### config.mk
export PLATFORM = sky130hd
export DESIGN_NAME = ocpu_channel
export DESIGN_NICKNAME = d
export VERILOG_FILES = /design/src/hdl/ocpu_channel.v
export VERILOG_INCLUDE_DIRS = /design/src /design/src/hdl
export SDC_FILE = /design/constraint.sdc
export NUM_CORES = 1
export LEC_CHECK = 0
export ABC_AREA = 1
export BUFFER_PORTS_ARGS = -buffer_cell sky130_fd_sc_hd__buf_2
export CAP_MARGIN = 20
export CORE_UTILIZATION = 45
export CTS_CLUSTER_DIAMETER = 200
export DETAILED_ROUTE_END_ITERATION = 8
export PLACE_DENSITY = 0.78
export SETUP_SLACK_MARGIN = 0.2
export SYNTH_ARGS = -nofsm -noshare
export SYNTH_HDL_FRONTEND = slang
export SYNTH_SLANG_ARGS = --single-unit
### constraint.sdc
create_clock -name clk -period 1.95 [get_ports clk]
set_input_delay 0.39 -clock clk [delete_from_list [all_inputs] [get_ports clk]]
set_output_delay 0.39 -clock clk [all_outputs]
set_load 0.005 [all_outputs]
### src/hdl/ocpu_map.vh
// Register offsets, field positions and reset values of the compare/PWM channel
// Assumes a 32-bit Avalon-MM slave with word addresses counted in bytes
`ifndef OCPU_MAP_VH
`define OCPU_MAP_VH
`define OCPU_ADDR_CTRL1      4'h0
`define OCPU_ADDR_CTRL2      4'h4
`define OCPU_ADDR_PRIMARY    4'h8
`define OCPU_ADDR_SECONDARY  4'hC
`define OCPU_CTRL1_RESET     16'h0000
`define OCPU_CTRL2_RESET     16'h000C
`define OCPU_CTRL1_MASK      16'h3C9F
`define OCPU_CTRL2_MASK      16'hF1FF
`define OCPU_MODE_LSB        0
`define OCPU_TRIGGER_CLEAR_MODE_BIT_BIT    3
`define OCPU_FLTSTAT_BIT     4
`define OCPU_FLTEN_BIT       7
`define OCPU_TBSEL_LSB       10
`define OCPU_IDLE_BIT        13
`define OCPU_SYNC_LSB        0
`define OCPU_TRIS_BIT        5
`define OCPU_TRIGGER_STATUS_BIT_BIT    6
`define OCPU_TRIGSEL_BIT     7
`define OCPU_CASCADE_BIT     8
`define OCPU_INVERT_BIT      12
`define OCPU_FLTTRI_BIT      13
`define OCPU_FAULT_OUTPUT_LEVEL_BIT_BIT      14
`define OCPU_FAULT_MODE_BIT_BIT       15
`define OCPU_MODE_OFF        3'h0
`define OCPU_MODE_SC_SHOT_LO 3'h1
`define OCPU_MODE_SC_SHOT_HI 3'h2
`define OCPU_MODE_SC_TOGGLE  3'h3
`define OCPU_MODE_DC_SHOT    3'h4
`define OCPU_MODE_DC_CONT    3'h5
`define OCPU_MODE_PWM_EDGE   3'h6
`define OCPU_MODE_PWM_CENTER 3'h7
`define OCPU_SYNC_NONE       5'h00
`define OCPU_SYNC_SELF       5'h1F
`define OCPU_TB_SYSCLK       3'h7
`endif

### src/hdl/ocpu_channel.v
// Output compare / PWM channel with dedicated 16-bit counter and Avalon-MM registers
// Assumes fault pins and the idle request are asynchronous; timer ticks and source events come from this clock domain
//
// Functional notes
// Duty values may be written any time; they latch when count equals period.
// PWM period lasts period value plus one time-base counts; center-aligned mode counts up and down, taking twice that.
// Duty and period all zero keeps output low.
// Secondary value above period keeps output high.
// Double buffering only in PWM modes; buffers hidden from software.
// PWM supports edge-aligned and center-aligned waveforms.
// Three-bit mode field in control 1 bits 2:0 picks the operating mode.
// Double compare starts low, toggles on primary/secondary matches; single-shot once.
// Software selects self as sync source and clears trigger select for PWM.
// Three-bit time base field at control 1 bits 12:10 selects clock tick.
// Software starts the selected timer before the time base runs.
// Fault mode bit set: fault holds until source gone and status cleared.
// Fault drives output to fault level, or tri-states when enabled.
// Fault pin A serves channels 1-4, pin B channels 5-9, gated by enable.
// Software enables the compare interrupt when using fault pins.
// Cascade bit joins this channel with its partner as 32-bit channel.
// Trigger status set by trigger event; counter held clear while it is clear.
// Pin direction bit set tri-states the output pin.
// Five-bit sync field: zero free-run, all ones self, 1000x reserved.
// Capture, comparator, converter and charge unit are trigger-only sources.
// Software never makes a channel its own trigger source.
// Free-running counter counts up and wraps from maximum to zero.
// Trigger select set waits for event; clear resets counter on each event.
// Cascaded: odd channel holds low half, its wraps advance even channel.
//
// Local design decisions: the register addresses and the Avalon-MM interface to the registers.
`timescale 1ns/1ns
`include "ocpu_map.vh"
module ocpu_channel #(
  parameter CHANNEL_NUMBER = 1,
  parameter WIDTH          = 16
) (
  // Clock and reset
  input  wire              clk,
  input  wire              nrst,
  input  wire              clk_en,
  // Avalon-MM slave
  input  wire [3:0]        address,
  input  wire              read,
  input  wire              write,
  input  wire [31:0]       writedata,
  input  wire [3:0]        byteenable,
  output reg  [31:0]       readdata,
  output wire              waitrequest,
  // Time base ticks, one per timer count, from timers 1 to 5
  input  wire [4:0]        timer_tick,
  // Sync/trigger source events, indexed by sync source code
  input  wire [31:0]       source_event,
  // Cascade link with adjacent channel
  input  wire              cascade_carry_in,
  output wire              cascade_carry_out,
  // Fault pins and idle request
  input  wire              fault_pin_a,
  input  wire              fault_pin_b,
  input  wire              cpu_idle,
  // Output pin and status
  output reg               compare_output_pin,
  output wire              compare_output_oe,
  output reg               compare_interrupt_flag,
  output reg  [WIDTH-1:0]  internal_channel_counter
);

  reg  [15:0]      ctrl1;
  reg  [15:0]      ctrl2;
  reg  [WIDTH-1:0] primary_compare_value;
  reg  [WIDTH-1:0] secondary_compare_value;
  reg  [WIDTH-1:0] primary_active;
  reg  [WIDTH-1:0] secondary_active;
  reg              pin_level;
  reg              shot_done;
  reg              count_down;
  reg              fault_active;
  reg  [1:0]       fa_sync;
  reg  [1:0]       fb_sync;
  reg  [1:0]       idle_sync;
  reg              rd_pending;

  wire [2:0]       mode      = ctrl1[`OCPU_MODE_LSB+2:`OCPU_MODE_LSB];
  wire [2:0]       tb_sel    = ctrl1[`OCPU_TBSEL_LSB+2:`OCPU_TBSEL_LSB];
  wire [4:0]       sync_sel  = ctrl2[`OCPU_SYNC_LSB+4:`OCPU_SYNC_LSB];
  wire             is_pwm    = mode[2] & mode[1];
  wire             trig_mode = ctrl2[`OCPU_TRIGSEL_BIT];
  wire             cascade   = ctrl2[`OCPU_CASCADE_BIT];
  wire             even_chan = (CHANNEL_NUMBER % 2) == 0;

  // Period match uses the primary value in every mode, both for non-PWM self-sync and for PWM
  wire [WIDTH-1:0] timer_period_value = primary_active;

  // Avalon-MM: writes complete at once, reads take one wait cycle
  assign waitrequest = read & ~rd_pending;

  // Merge byte lanes into a register and drop unimplemented bits
  function [15:0] ocpu_merge;
    input [15:0] old_val;
    input [31:0] data;
    input [3:0]  be;
    input [15:0] mask;
    begin
      ocpu_merge[7:0]  = be[0] ? data[7:0] : old_val[7:0];
      ocpu_merge[15:8] = be[1] ? data[15:8] : old_val[15:8];
      ocpu_merge       = ocpu_merge & mask;
    end
  endfunction

  // Time base tick selection
  reg tick;
  always @* begin
    case (tb_sel)
      3'h0:            tick = timer_tick[1];
      3'h1:            tick = timer_tick[2];
      3'h2:            tick = timer_tick[3];
      3'h3:            tick = timer_tick[0];
      3'h4:            tick = timer_tick[4];
      `OCPU_TB_SYSCLK: tick = 1'b1;
      // Codes 5 and 6 are reserved and stop the time base
      default:         tick = 1'b0;
    endcase
  end

  // Sync source decode; reserved codes and none give no event
  wire reserved_src = (sync_sel[4:1] == 4'h8);
  wire src_event    = (sync_sel != `OCPU_SYNC_NONE) && !reserved_src && source_event[sync_sel];
  wire syncing      = (sync_sel != `OCPU_SYNC_NONE) && !reserved_src;

  // Count advance: cascaded even channel counts only on partner wraps
  wire advance      = cascade && even_chan ? cascade_carry_in : tick;
  // Trigger mode holds the counter until the trigger status bit is set
  wire running      = !trig_mode || ctrl2[`OCPU_TRIGGER_STATUS_BIT_BIT];
  wire period_match = (internal_channel_counter == timer_period_value);
  wire self_reset   = (sync_sel == `OCPU_SYNC_SELF) && period_match;
  assign cascade_carry_out = cascade && !even_chan && advance && running &&
                             (internal_channel_counter == {WIDTH{1'b1}});

  // Fault input picked by channel number, gated by the enable bit
  wire fault_in = ctrl1[`OCPU_FLTEN_BIT] &&
                  ((CHANNEL_NUMBER <= 4) ? fa_sync[1] : fb_sync[1]);
  // Idle request freezes counter and waveform when the idle bit is set
  wire frozen   = ctrl1[`OCPU_IDLE_BIT] && idle_sync[1];
  // One period end per PWM cycle; center-aligned counts it on the way up
  wire cycle_end = advance && period_match && !count_down;

  // Output pin driver
  wire out_level = fault_active ? ctrl2[`OCPU_FAULT_OUTPUT_LEVEL_BIT_BIT] : pin_level;
  assign compare_output_oe = !ctrl2[`OCPU_TRIS_BIT] &&
                             !(fault_active && ctrl2[`OCPU_FLTTRI_BIT]);

  // Two-stage synchronisers for pins from outside this clock domain
  always @(posedge clk or negedge nrst) begin
    if (!nrst) begin
      fa_sync   <= 2'h0;
      fb_sync   <= 2'h0;
      idle_sync <= 2'h0;
    end else if (clk_en) begin
      fa_sync   <= {fa_sync[0], fault_pin_a};
      fb_sync   <= {fb_sync[0], fault_pin_b};
      idle_sync <= {idle_sync[0], cpu_idle};
    end
  end

  // Register file and bus read
  always @(posedge clk or negedge nrst) begin
    if (!nrst) begin
      ctrl1                   <= `OCPU_CTRL1_RESET;
      ctrl2                   <= `OCPU_CTRL2_RESET;
      primary_compare_value   <= {WIDTH{1'b0}};
      secondary_compare_value <= {WIDTH{1'b0}};
      readdata                <= 32'h0000_0000;
      rd_pending              <= 1'b0;
    end else if (clk_en) begin
      rd_pending <= read & ~rd_pending;
      if (read && !rd_pending) begin
        case (address)
          `OCPU_ADDR_CTRL1:     readdata <= {16'h0000, ctrl1};
          `OCPU_ADDR_CTRL2:     readdata <= {16'h0000, ctrl2};
          `OCPU_ADDR_PRIMARY:   readdata <= {{(32-WIDTH){1'b0}}, primary_compare_value};
          `OCPU_ADDR_SECONDARY: readdata <= {{(32-WIDTH){1'b0}}, secondary_compare_value};
          default:              readdata <= 32'h0000_0000;
        endcase
      end
      // Software writes, masked to the implemented bits
      if (write) begin
        case (address)
          `OCPU_ADDR_CTRL1:     ctrl1 <= ocpu_merge(ctrl1, writedata, byteenable, `OCPU_CTRL1_MASK);
          `OCPU_ADDR_CTRL2:     ctrl2 <= ocpu_merge(ctrl2, writedata, byteenable, `OCPU_CTRL2_MASK);
          `OCPU_ADDR_PRIMARY:   primary_compare_value <= ocpu_merge(primary_compare_value, writedata,
                                                                    byteenable, 16'hFFFF);
          `OCPU_ADDR_SECONDARY: secondary_compare_value <= ocpu_merge(secondary_compare_value, writedata,
                                                                      byteenable, 16'hFFFF);
          default:              ;
        endcase
      end
      // Hardware set of fault status wins over software clear
      if (fault_in && is_pwm)
        ctrl1[`OCPU_FLTSTAT_BIT] <= 1'b1;
      else if (!fault_in && !ctrl2[`OCPU_FAULT_MODE_BIT_BIT] && cycle_end && !frozen)
        ctrl1[`OCPU_FLTSTAT_BIT] <= 1'b0;
      // Trigger status: event sets, wins over clear
      if (trig_mode && src_event)
        ctrl2[`OCPU_TRIGGER_STATUS_BIT_BIT] <= 1'b1;
      else if (ctrl1[`OCPU_TRIGGER_CLEAR_MODE_BIT_BIT] && advance && !frozen &&
               internal_channel_counter == secondary_active && running)
        ctrl2[`OCPU_TRIGGER_STATUS_BIT_BIT] <= 1'b0;
    end
  end

  // Counter, active compare values and waveform
  always @(posedge clk or negedge nrst) begin
    if (!nrst) begin
      internal_channel_counter <= {WIDTH{1'b0}};
      primary_active           <= {WIDTH{1'b0}};
      secondary_active         <= {WIDTH{1'b0}};
      pin_level                <= 1'b0;
      shot_done                <= 1'b0;
      count_down               <= 1'b0;
      compare_interrupt_flag   <= 1'b0;
      compare_output_pin       <= 1'b0;
    end else if (clk_en && !frozen) begin
      compare_interrupt_flag <= 1'b0;
      compare_output_pin     <= out_level ^ ctrl2[`OCPU_INVERT_BIT];
      if (!is_pwm) begin
        primary_active   <= primary_compare_value;
        secondary_active <= secondary_compare_value;
      end
      if (write && address == `OCPU_ADDR_CTRL1) begin
        shot_done <= 1'b0;
        pin_level <= 1'b0;
      end
      if (mode == `OCPU_MODE_OFF || (trig_mode && !running)) begin
        internal_channel_counter <= {WIDTH{1'b0}};
        count_down               <= 1'b0;
        if (mode == `OCPU_MODE_OFF)
          pin_level <= 1'b0;
      end else if (!trig_mode && src_event && sync_sel != `OCPU_SYNC_SELF) begin
        internal_channel_counter <= {WIDTH{1'b0}};
      end else if (advance) begin
        if (mode == `OCPU_MODE_PWM_CENTER) begin
          // Up to period then down to zero
          if (!count_down && period_match)
            count_down <= 1'b1;
          else if (count_down && internal_channel_counter == {WIDTH{1'b0}})
            count_down <= 1'b0;
          else
            internal_channel_counter <= count_down ? internal_channel_counter - 1'b1
                                                   : internal_channel_counter + 1'b1;
        end else begin
          // Direction flag only matters in center-aligned mode; clear it so a mode change cannot block period ends
          count_down <= 1'b0;
          if (self_reset || (is_pwm && period_match))
            internal_channel_counter <= {WIDTH{1'b0}};
          else
            internal_channel_counter <= internal_channel_counter + 1'b1;
        end
        // PWM: reload duty at period end, drop the pin at the duty match
        if (is_pwm) begin
          if (cycle_end) begin
            primary_active   <= primary_compare_value;
            secondary_active <= secondary_compare_value;
            pin_level        <= (secondary_compare_value != {WIDTH{1'b0}});
            compare_interrupt_flag <= 1'b1;
          end else if (internal_channel_counter == secondary_active &&
                       secondary_active <= timer_period_value) begin
            pin_level <= 1'b0;
          end
        end else if (!shot_done) begin
          // Compare modes: primary match lowers, raises or toggles per single-compare mode and raises in double compare; secondary match lowers
          if (internal_channel_counter == primary_active) begin
            case (mode)
              `OCPU_MODE_SC_SHOT_LO: begin
                pin_level <= 1'b0;
                shot_done <= 1'b1;
              end
              `OCPU_MODE_SC_SHOT_HI: begin
                pin_level <= 1'b1;
                shot_done <= 1'b1;
              end
              default: pin_level <= 1'b1;
            endcase
            if (!mode[2])
              compare_interrupt_flag <= 1'b1;
            if (mode == `OCPU_MODE_SC_TOGGLE)
              pin_level <= ~pin_level;
          end else if (mode[2] && internal_channel_counter == secondary_active) begin
            pin_level              <= 1'b0;
            compare_interrupt_flag <= 1'b1;
            if (mode == `OCPU_MODE_DC_SHOT)
              shot_done <= 1'b1;
          end
        end
      end
    end
  end

  // Fault state follows the status bit or the live input
  always @(posedge clk or negedge nrst) begin
    if (!nrst)
      fault_active <= 1'b0;
    else if (clk_en)
      fault_active <= is_pwm && (fault_in || ctrl1[`OCPU_FLTSTAT_BIT]);
  end

endmodule // ocpu_channel

==> results.md, run 1 <==
* Most common cell in the netlist: nand2_1
* Fraction of registers with async set/reset at 100%
* Max-cap violations at 0
* Fin cells at 1911
* Synthesized instance count at 1377
* Core Util, Final at 64.5%
* CP cell instances: inv_1, a21oi_1, nand2_1, nand2_1, nor2_4, inv_2, nor3_2, buf_4, buf_2
* DR top layer: met4
* RSZ-0062 raised after global routing: yes
* Yosys warns at 0
* Die X at about 140 um
* Leak Pwr at 0.00660 uW
* Max Slew Vio Count at 0
* Hold depth at 3
* VDD IR max at about 0.00066 V
* Arr. time, crit path at 2.02 ns
* XOR/XNOR share of the synthesized area at 2.21%
* R2r setup slk at -0.42 ns
* Mapped Area at 9100 um^2
* Main combinational cell family by area after synthesis: simple AND/OR/NAND/NOR gates
* Seq cells post-synth at 130
* Total wire length at 33.6 mm
* Syn Area/Cell at 6.61 um^2
* Hold Vio Cnt, Final at 0
* Grt total ovfl at 0
* # rows at 51
* Core area at 19700 um^2
* Area leader, netlist: dfrtp_1
* Startpoint types: flop
* Tot Pwr at 12600 uW
* Crit path time final at between 2 and 2.5 ns
* DR DRC count at 0
* Vias in the first global route at slightly below 10000
* CTS tree: built
* Global placement routability congestion at 0.955
* Bufs and invs on worst path at 4
* Synth top area share at 35.2%
* Net count, final at around 1700
* Routed Antenna Nets at 0
* Number of cells on the critical path at 9
* Area growth from synthesis to layout at 39.3%
* Setup Skew at 0.00871 ns
* Adder-cell share of the synthesized area at 2.61%
* Simple-Gate Fraction of Synth Area at 32.4%
* Placed Cells at 1830
* Post-DP HPWL at 20.8 mm
* Initial Util at 46.3%
* R2R cell count at 17
* PD cells at 994 nW/um^2
* CTS Buffer Depth at 2
* CP delay by family, top: buffers and inverters
* Synth unique cells at 43
* Final worst path period share at 124%
* # clock sinks at 130
* Crit path max fanout at 5
* Status: finished with violations
* Slowest cell on crit path: dfrtp_1
* Die Y at 144 um
* Initial antenna violation count at 0
* Layout cells sized above 1 at 31.2%
* 1st-pass router iterations at 8
* CP most frequent cell: nand2_1
* Worst Path Class, Setup: reg -> out
* Die area at about 21000 um^2
* All-layer global routing usage at 31.5%
* Synth top area cells: dfrtp_1, nand2_1, o21ai_0, inv_1, nor2_1
* Failing checks: setup timing
* Crit path required time at around 1.6 ns
* Met3 wire len at between 3 and 4 mm
* Largest net degree at the start of global routing at 39
* Hold WC Path Type: in -> reg
* CTS root buf: clkbuf_16
* First-pass GRT wire length at 50.1 mm
* Post-synth EDFFs at 0
* Predominant post-synthesis flop cell: dfrtp_1
* Post-DR wirelength/cell at 17.6 um
* Clk pin slew, worst setup/hold paths at 0.06 ns
* F_max at 415 MHz
* Clk_lat worst skew at 0.43 ns
* # setup viols final at between 50 and 60
* Register area share after synthesis at 35.8%
* Port bufs at 102
* Final worst slack at -0.460 ns
* IO Count at 139
* Via count at 10700
* Slowest cell delay on critical path at 0.38 ns
* CTS H-tree depth at 4
* CTS buffer count at 17
* Hold WS at 0.166 ns
* Met2 WL post-DR at about 15 mm
* Most frequent cells after synthesis: nand2_1, o21ai_0, inv_1
* Vias per std cell at 5.58
* Ant diodes at 0
* Mux cell area share after synthesis at 0%
* Critical path endpoint category: output port
* Complex-gate fraction of the synthesized area at 15.2%
* Initial DRC count at 1113
* Met1 wire length at 12.8 mm
==> area by class of cell <==
class                      instances  area, um^2
clock buffer                      18         429
clock inverter                    14         145
fill                            1602        6980
inverter                         166         661
multi-input combinational       1026        5540
sequential                       130        3270
tap                              265         332
timing repair buffer             291        2290
timing repair inverter             1        8.76
==> metal layers <==
layer	up-vias	global-route usage (%)
li1	4906	-
met2	708	50.2
met1	4886	40.5
met5	-	0
met4	0	15.6
met3	172	6.56
==> cell usage in the layout (no fill, tap or decap), types with 19 or more instances in the layout <==
cell type  count
inv_1        143
o21ai_1       45
nand3_1       48
buf_6         19
a21oi_1       22
o21ai_0      137
nand2_2       37
dfrtp_1      117
nor2_1        85
buf_4        152
nand4_1       21
nand2_1      416
nand2_4       21
buf_2        101
o21ai_2       22
nand3_2       24
xor2_1        20
==> worst reg2reg max path: cells and delay by family (launching register included) <==
family | cells | cell delay, ns
buffers and inverters | 6 | 0.76
AND/OR/NAND/NOR | 9 | 0.77
AO/OA/AOI/OAI | 2 | 0.30
flip-flops | 1 | 0.41
==> state kept, by name, summed over array words and instances, names as in the netlist <==
name / count
count_down: 1
primary_compare_value: 16
secondary_compare_value: 16
pin_level: 1
compare_output_pin: 1
readdata: 16
internal_channel_counter: 16
shot_done: 1
secondary_active: 16
idle_sync: 2
ctrl2: 13
fault_active: 1
ctrl1: 10
compare_interrupt_flag: 1
fa_sync: 2
rd_pending: 1
primary_active: 16
==> what timing repair did <==
item,4_1_cts,5_1_grt
pin swaps,22,65
setup buffers,25,12
resized for setup,75,142
cloned,11,0
endpoints found under the hold margin,34,0
endpoints found under the setup margin,55,55
hold buffers,1,0
==> final timing paths <==
kind	start	to
worst min-delay path	cpu_idle	idle_sync[0]
min in group asynchronous	nrst	internal_channel_counter[3]
worst min register to register	readdata[6]	readdata[6]
worst max-delay path	ctrl1[12]	cascade_carry_out
worst max register to register	internal_channel_counter[0]	secondary_active[4]
max in group asynchronous	nrst	ctrl2[3]
==> logic make-up after synthesis <==
logic type / Yosys count
AND/OR/NAND/NOR: 709
AO/OA/AOI/OAI: 257
buffers and inverters: 238
flip-flops: 130
XOR/XNOR: 23
adder cells (fa/ha/maj): 19
other: 1
==> metrics by stage <==
stage                     worst slack [ns]  setup TNS, ns  cell area (um^2)
after CTS                           -0.321         -12.75             12100
after global placement              -0.189          -7.86             10800
after global routing                -0.545         -22.18             12700
final                               -0.460         -16.93             12700
after detailed placement            -0.237          -9.54             10800
after floorplan                     0.0805              0              9290
==> power by group <==
part           internal (uW)  switching (uW)
clock network           1800            1390
logic                   2470            3350
registers               3110             487
total                   7380            5230
Note: power is estimated with default switching activity, not from simulation.
==> run 2, diff against run 1 <==
--- a/config.mk
+++ b/config.mk
@@ -14,6 +14,7 @@
 export DETAILED_ROUTE_END_ITERATION = 8
 export PLACE_DENSITY = 0.78
 export SETUP_SLACK_MARGIN = 0.2
+export SKIP_CTS_REPAIR_TIMING = 1
 export SYNTH_ARGS = -nofsm -noshare
 export SYNTH_HDL_FRONTEND = slang
 export SYNTH_SLANG_ARGS = --single-unit
==> results.md, run 2 (synthesis gave the netlist of run 1 again) <==
* Port bufs at 102
* Setup Skew at between 0.009 and 0.01 ns
* Vias per std cell at about 5.4
* Max-cap violations at 0
* 1st-pass router iterations at 8
* Hold depth at 3
* Arr. time, crit path at 1.89 ns
* Sw power at 4730 uW
* Clk_lat worst skew at 0.42 ns
* # clock sinks at between 100 and 150
* Total wire length at 29.5 mm
* Busiest grt layer: met2
* Startpoint types: flop
* Final worst slack at -0.334 ns
* GR Layer Usage met1 at 38.6%
* DR DRC count at 2
* Met2 usage at 44.6%
* Routed Antenna Nets at 0
* Sw frac at 40.2%
* Post-DR wirelength/cell at 15.6 um
* Via count at 10100
* Largest net degree at the start of global routing at 39
* Status: finished with violations
* F_max at 438 MHz
* Share of power burned in registers at 30.2%
* First-pass GRT wire length at 45.1 mm
* Leak Pwr at about 0.0063 uW
* CTS buffer count at 17
* VDD IR max at between 0.0007 and 0.0008 V
* Worst hold endpoint: idle_sync[0]
* Worst r2r dst: secondary_active[5]
* Die area at 20800 um^2
* Failing checks: DRC, setup timing
* Crit path time final at 2.28 ns
* Clock Power Share at 26.9%
* Final worst path period share at 117%
* Grt total ovfl at 0
* IO Count at 139
* Initial antenna violation count at 0
* Hold Vio Cnt, Final at 0
* GR Layer Usage met3 at 5.13%
* Max Slew Vio Count at 0
* Hold path startpoint: cpu_idle
* Hold WS at 0.172 ns
* Internal cell power at 7040 uW
* Sequential Area at 3270 um^2
* Area post-placement at 10800 um^2
* CTS Buffer Depth at 2
* Layout cells sized above 1 at between 20 and 30%
* R2r setup slk at -0.32 ns
* Core area at just under 20000 um^2
* Worst R2R Start: internal_channel_counter[0]
* Post-route design area at 12100 um^2
* Initial DRC count at 855
* CTS tree: built
* PD cells at roughly 1000 nW/um^2
* Fill cell count at 1717
* # setup viols final at 54
* # rows at 51
* Die Y at 144 um
* R2R cell count at 16
* Ant diodes at 0
* Critical path endpoint category: output port
* Initial Util at between 40% and 50%
* Die X at 144 um
* All-layer global routing usage at between 20% and 30%
* Vias in the first global route at 9031
* CTS H-tree depth at 4
* Hold WC Path Type: in -> reg
* Net count, final at 1716
* Core Util, Final at 61.5%
* CTS root buf: clkbuf_16
* Clk pin slew, worst setup/hold paths at 0.06 ns
* Crit path max fanout at 3
* Multi-input logic area at 5290 um^2
* Worst Path Class, Setup: reg -> out
* Area growth from synthesis to layout at 32.9%
* Post-DP HPWL at roughly 21 mm
* Crit path required time at 1.56 ns
* RSZ-0062 raised after global routing: yes
* Most frequent cells in the layout: nand2_1, buf_4, inv_1
* Most common cell after layout, fill and taps aside: nand2_1
* Global placement routability congestion at between 0.9 and 1
* Logic pwr share at between 40% and 50%
* Pre-CTS setup slack at -0.237 ns
-- run 2: per-stage QoR --
| step | TNS [ns] | instances | total power, uW |
|---|---|---|---|
| floorplan | 0 | 1392 | 6170 |
| global placement | -7.86 | 1830 | 7650 |
| detailed placement | -9.54 | 1830 | 7790 |
| CTS | -11.44 | 1862 | 11000 |
| global route | -18.65 | 1889 | 12500 |
| finish | -12.65 | 1889 | 11800 |
-- run 2: worst max-delay path, cell delays in order (launching register included) --
cell and delay, ns:
dfrtp_2 0.40, ha_4 0.16, nand2_4 0.06, nor2_4 0.13
nand2_2 0.09, nor2_4 0.13, nand3_2 0.08, nor3_2 0.18
buf_4 0.15, buf_6 0.08
-- run 2: worst max path at each step --
stage | from | endpoint | slack (ns) | cells past startpoint
2_1_floorplan | internal_channel_counter[2] | primary_active[2] | 0.08 | 15
3_3_place_gp | ctrl2[0] | internal_channel_counter[0] | -0.19 | 14
3_5_place_dp | ctrl2[0] | secondary_active[15] | -0.24 | 12
4_1_cts | internal_channel_counter[0] | cascade_carry_out | -0.52 | 9
5_1_grt | internal_channel_counter[1] | cascade_carry_out | -0.43 | 9
6_report | internal_channel_counter[0] | cascade_carry_out | -0.33 | 9
-- run 2: final cells by class --
| class | instances | area share [%] |
|---|---|---|
| Multi-Input combinational cell | 1025 | 43.8 |
| Sequential cell | 130 | 27.0 |
| Timing Repair Buffer | 271 | 16.3 |
| Inverter | 166 | 5.38 |
| Clock buffer | 18 | 3.55 |
| Tap cell | 265 | 2.74 |
| Clock inverter | 14 | 1.20 |
-- run 2: layer usage --
metal | part of all wire (%) | up-vias
met5 | 0 | -
met4 | 3.7 | 0
met3 | 8.2 | 86
met1 | 43 | 4664
met2 | 45 | 511
li1 | - | 4859
-- run 2: power groups by stage --
stage	clock network (uW)	registers [uW]	logic (uW)
2_1_floorplan	0	3430	2740
3_3_place_gp	0	3560	4080
3_5_place_dp	0	3570	4210
4_1_cts	3180	3530	4260
5_1_grt	3320	3600	5540
6_report	3160	3560	5050
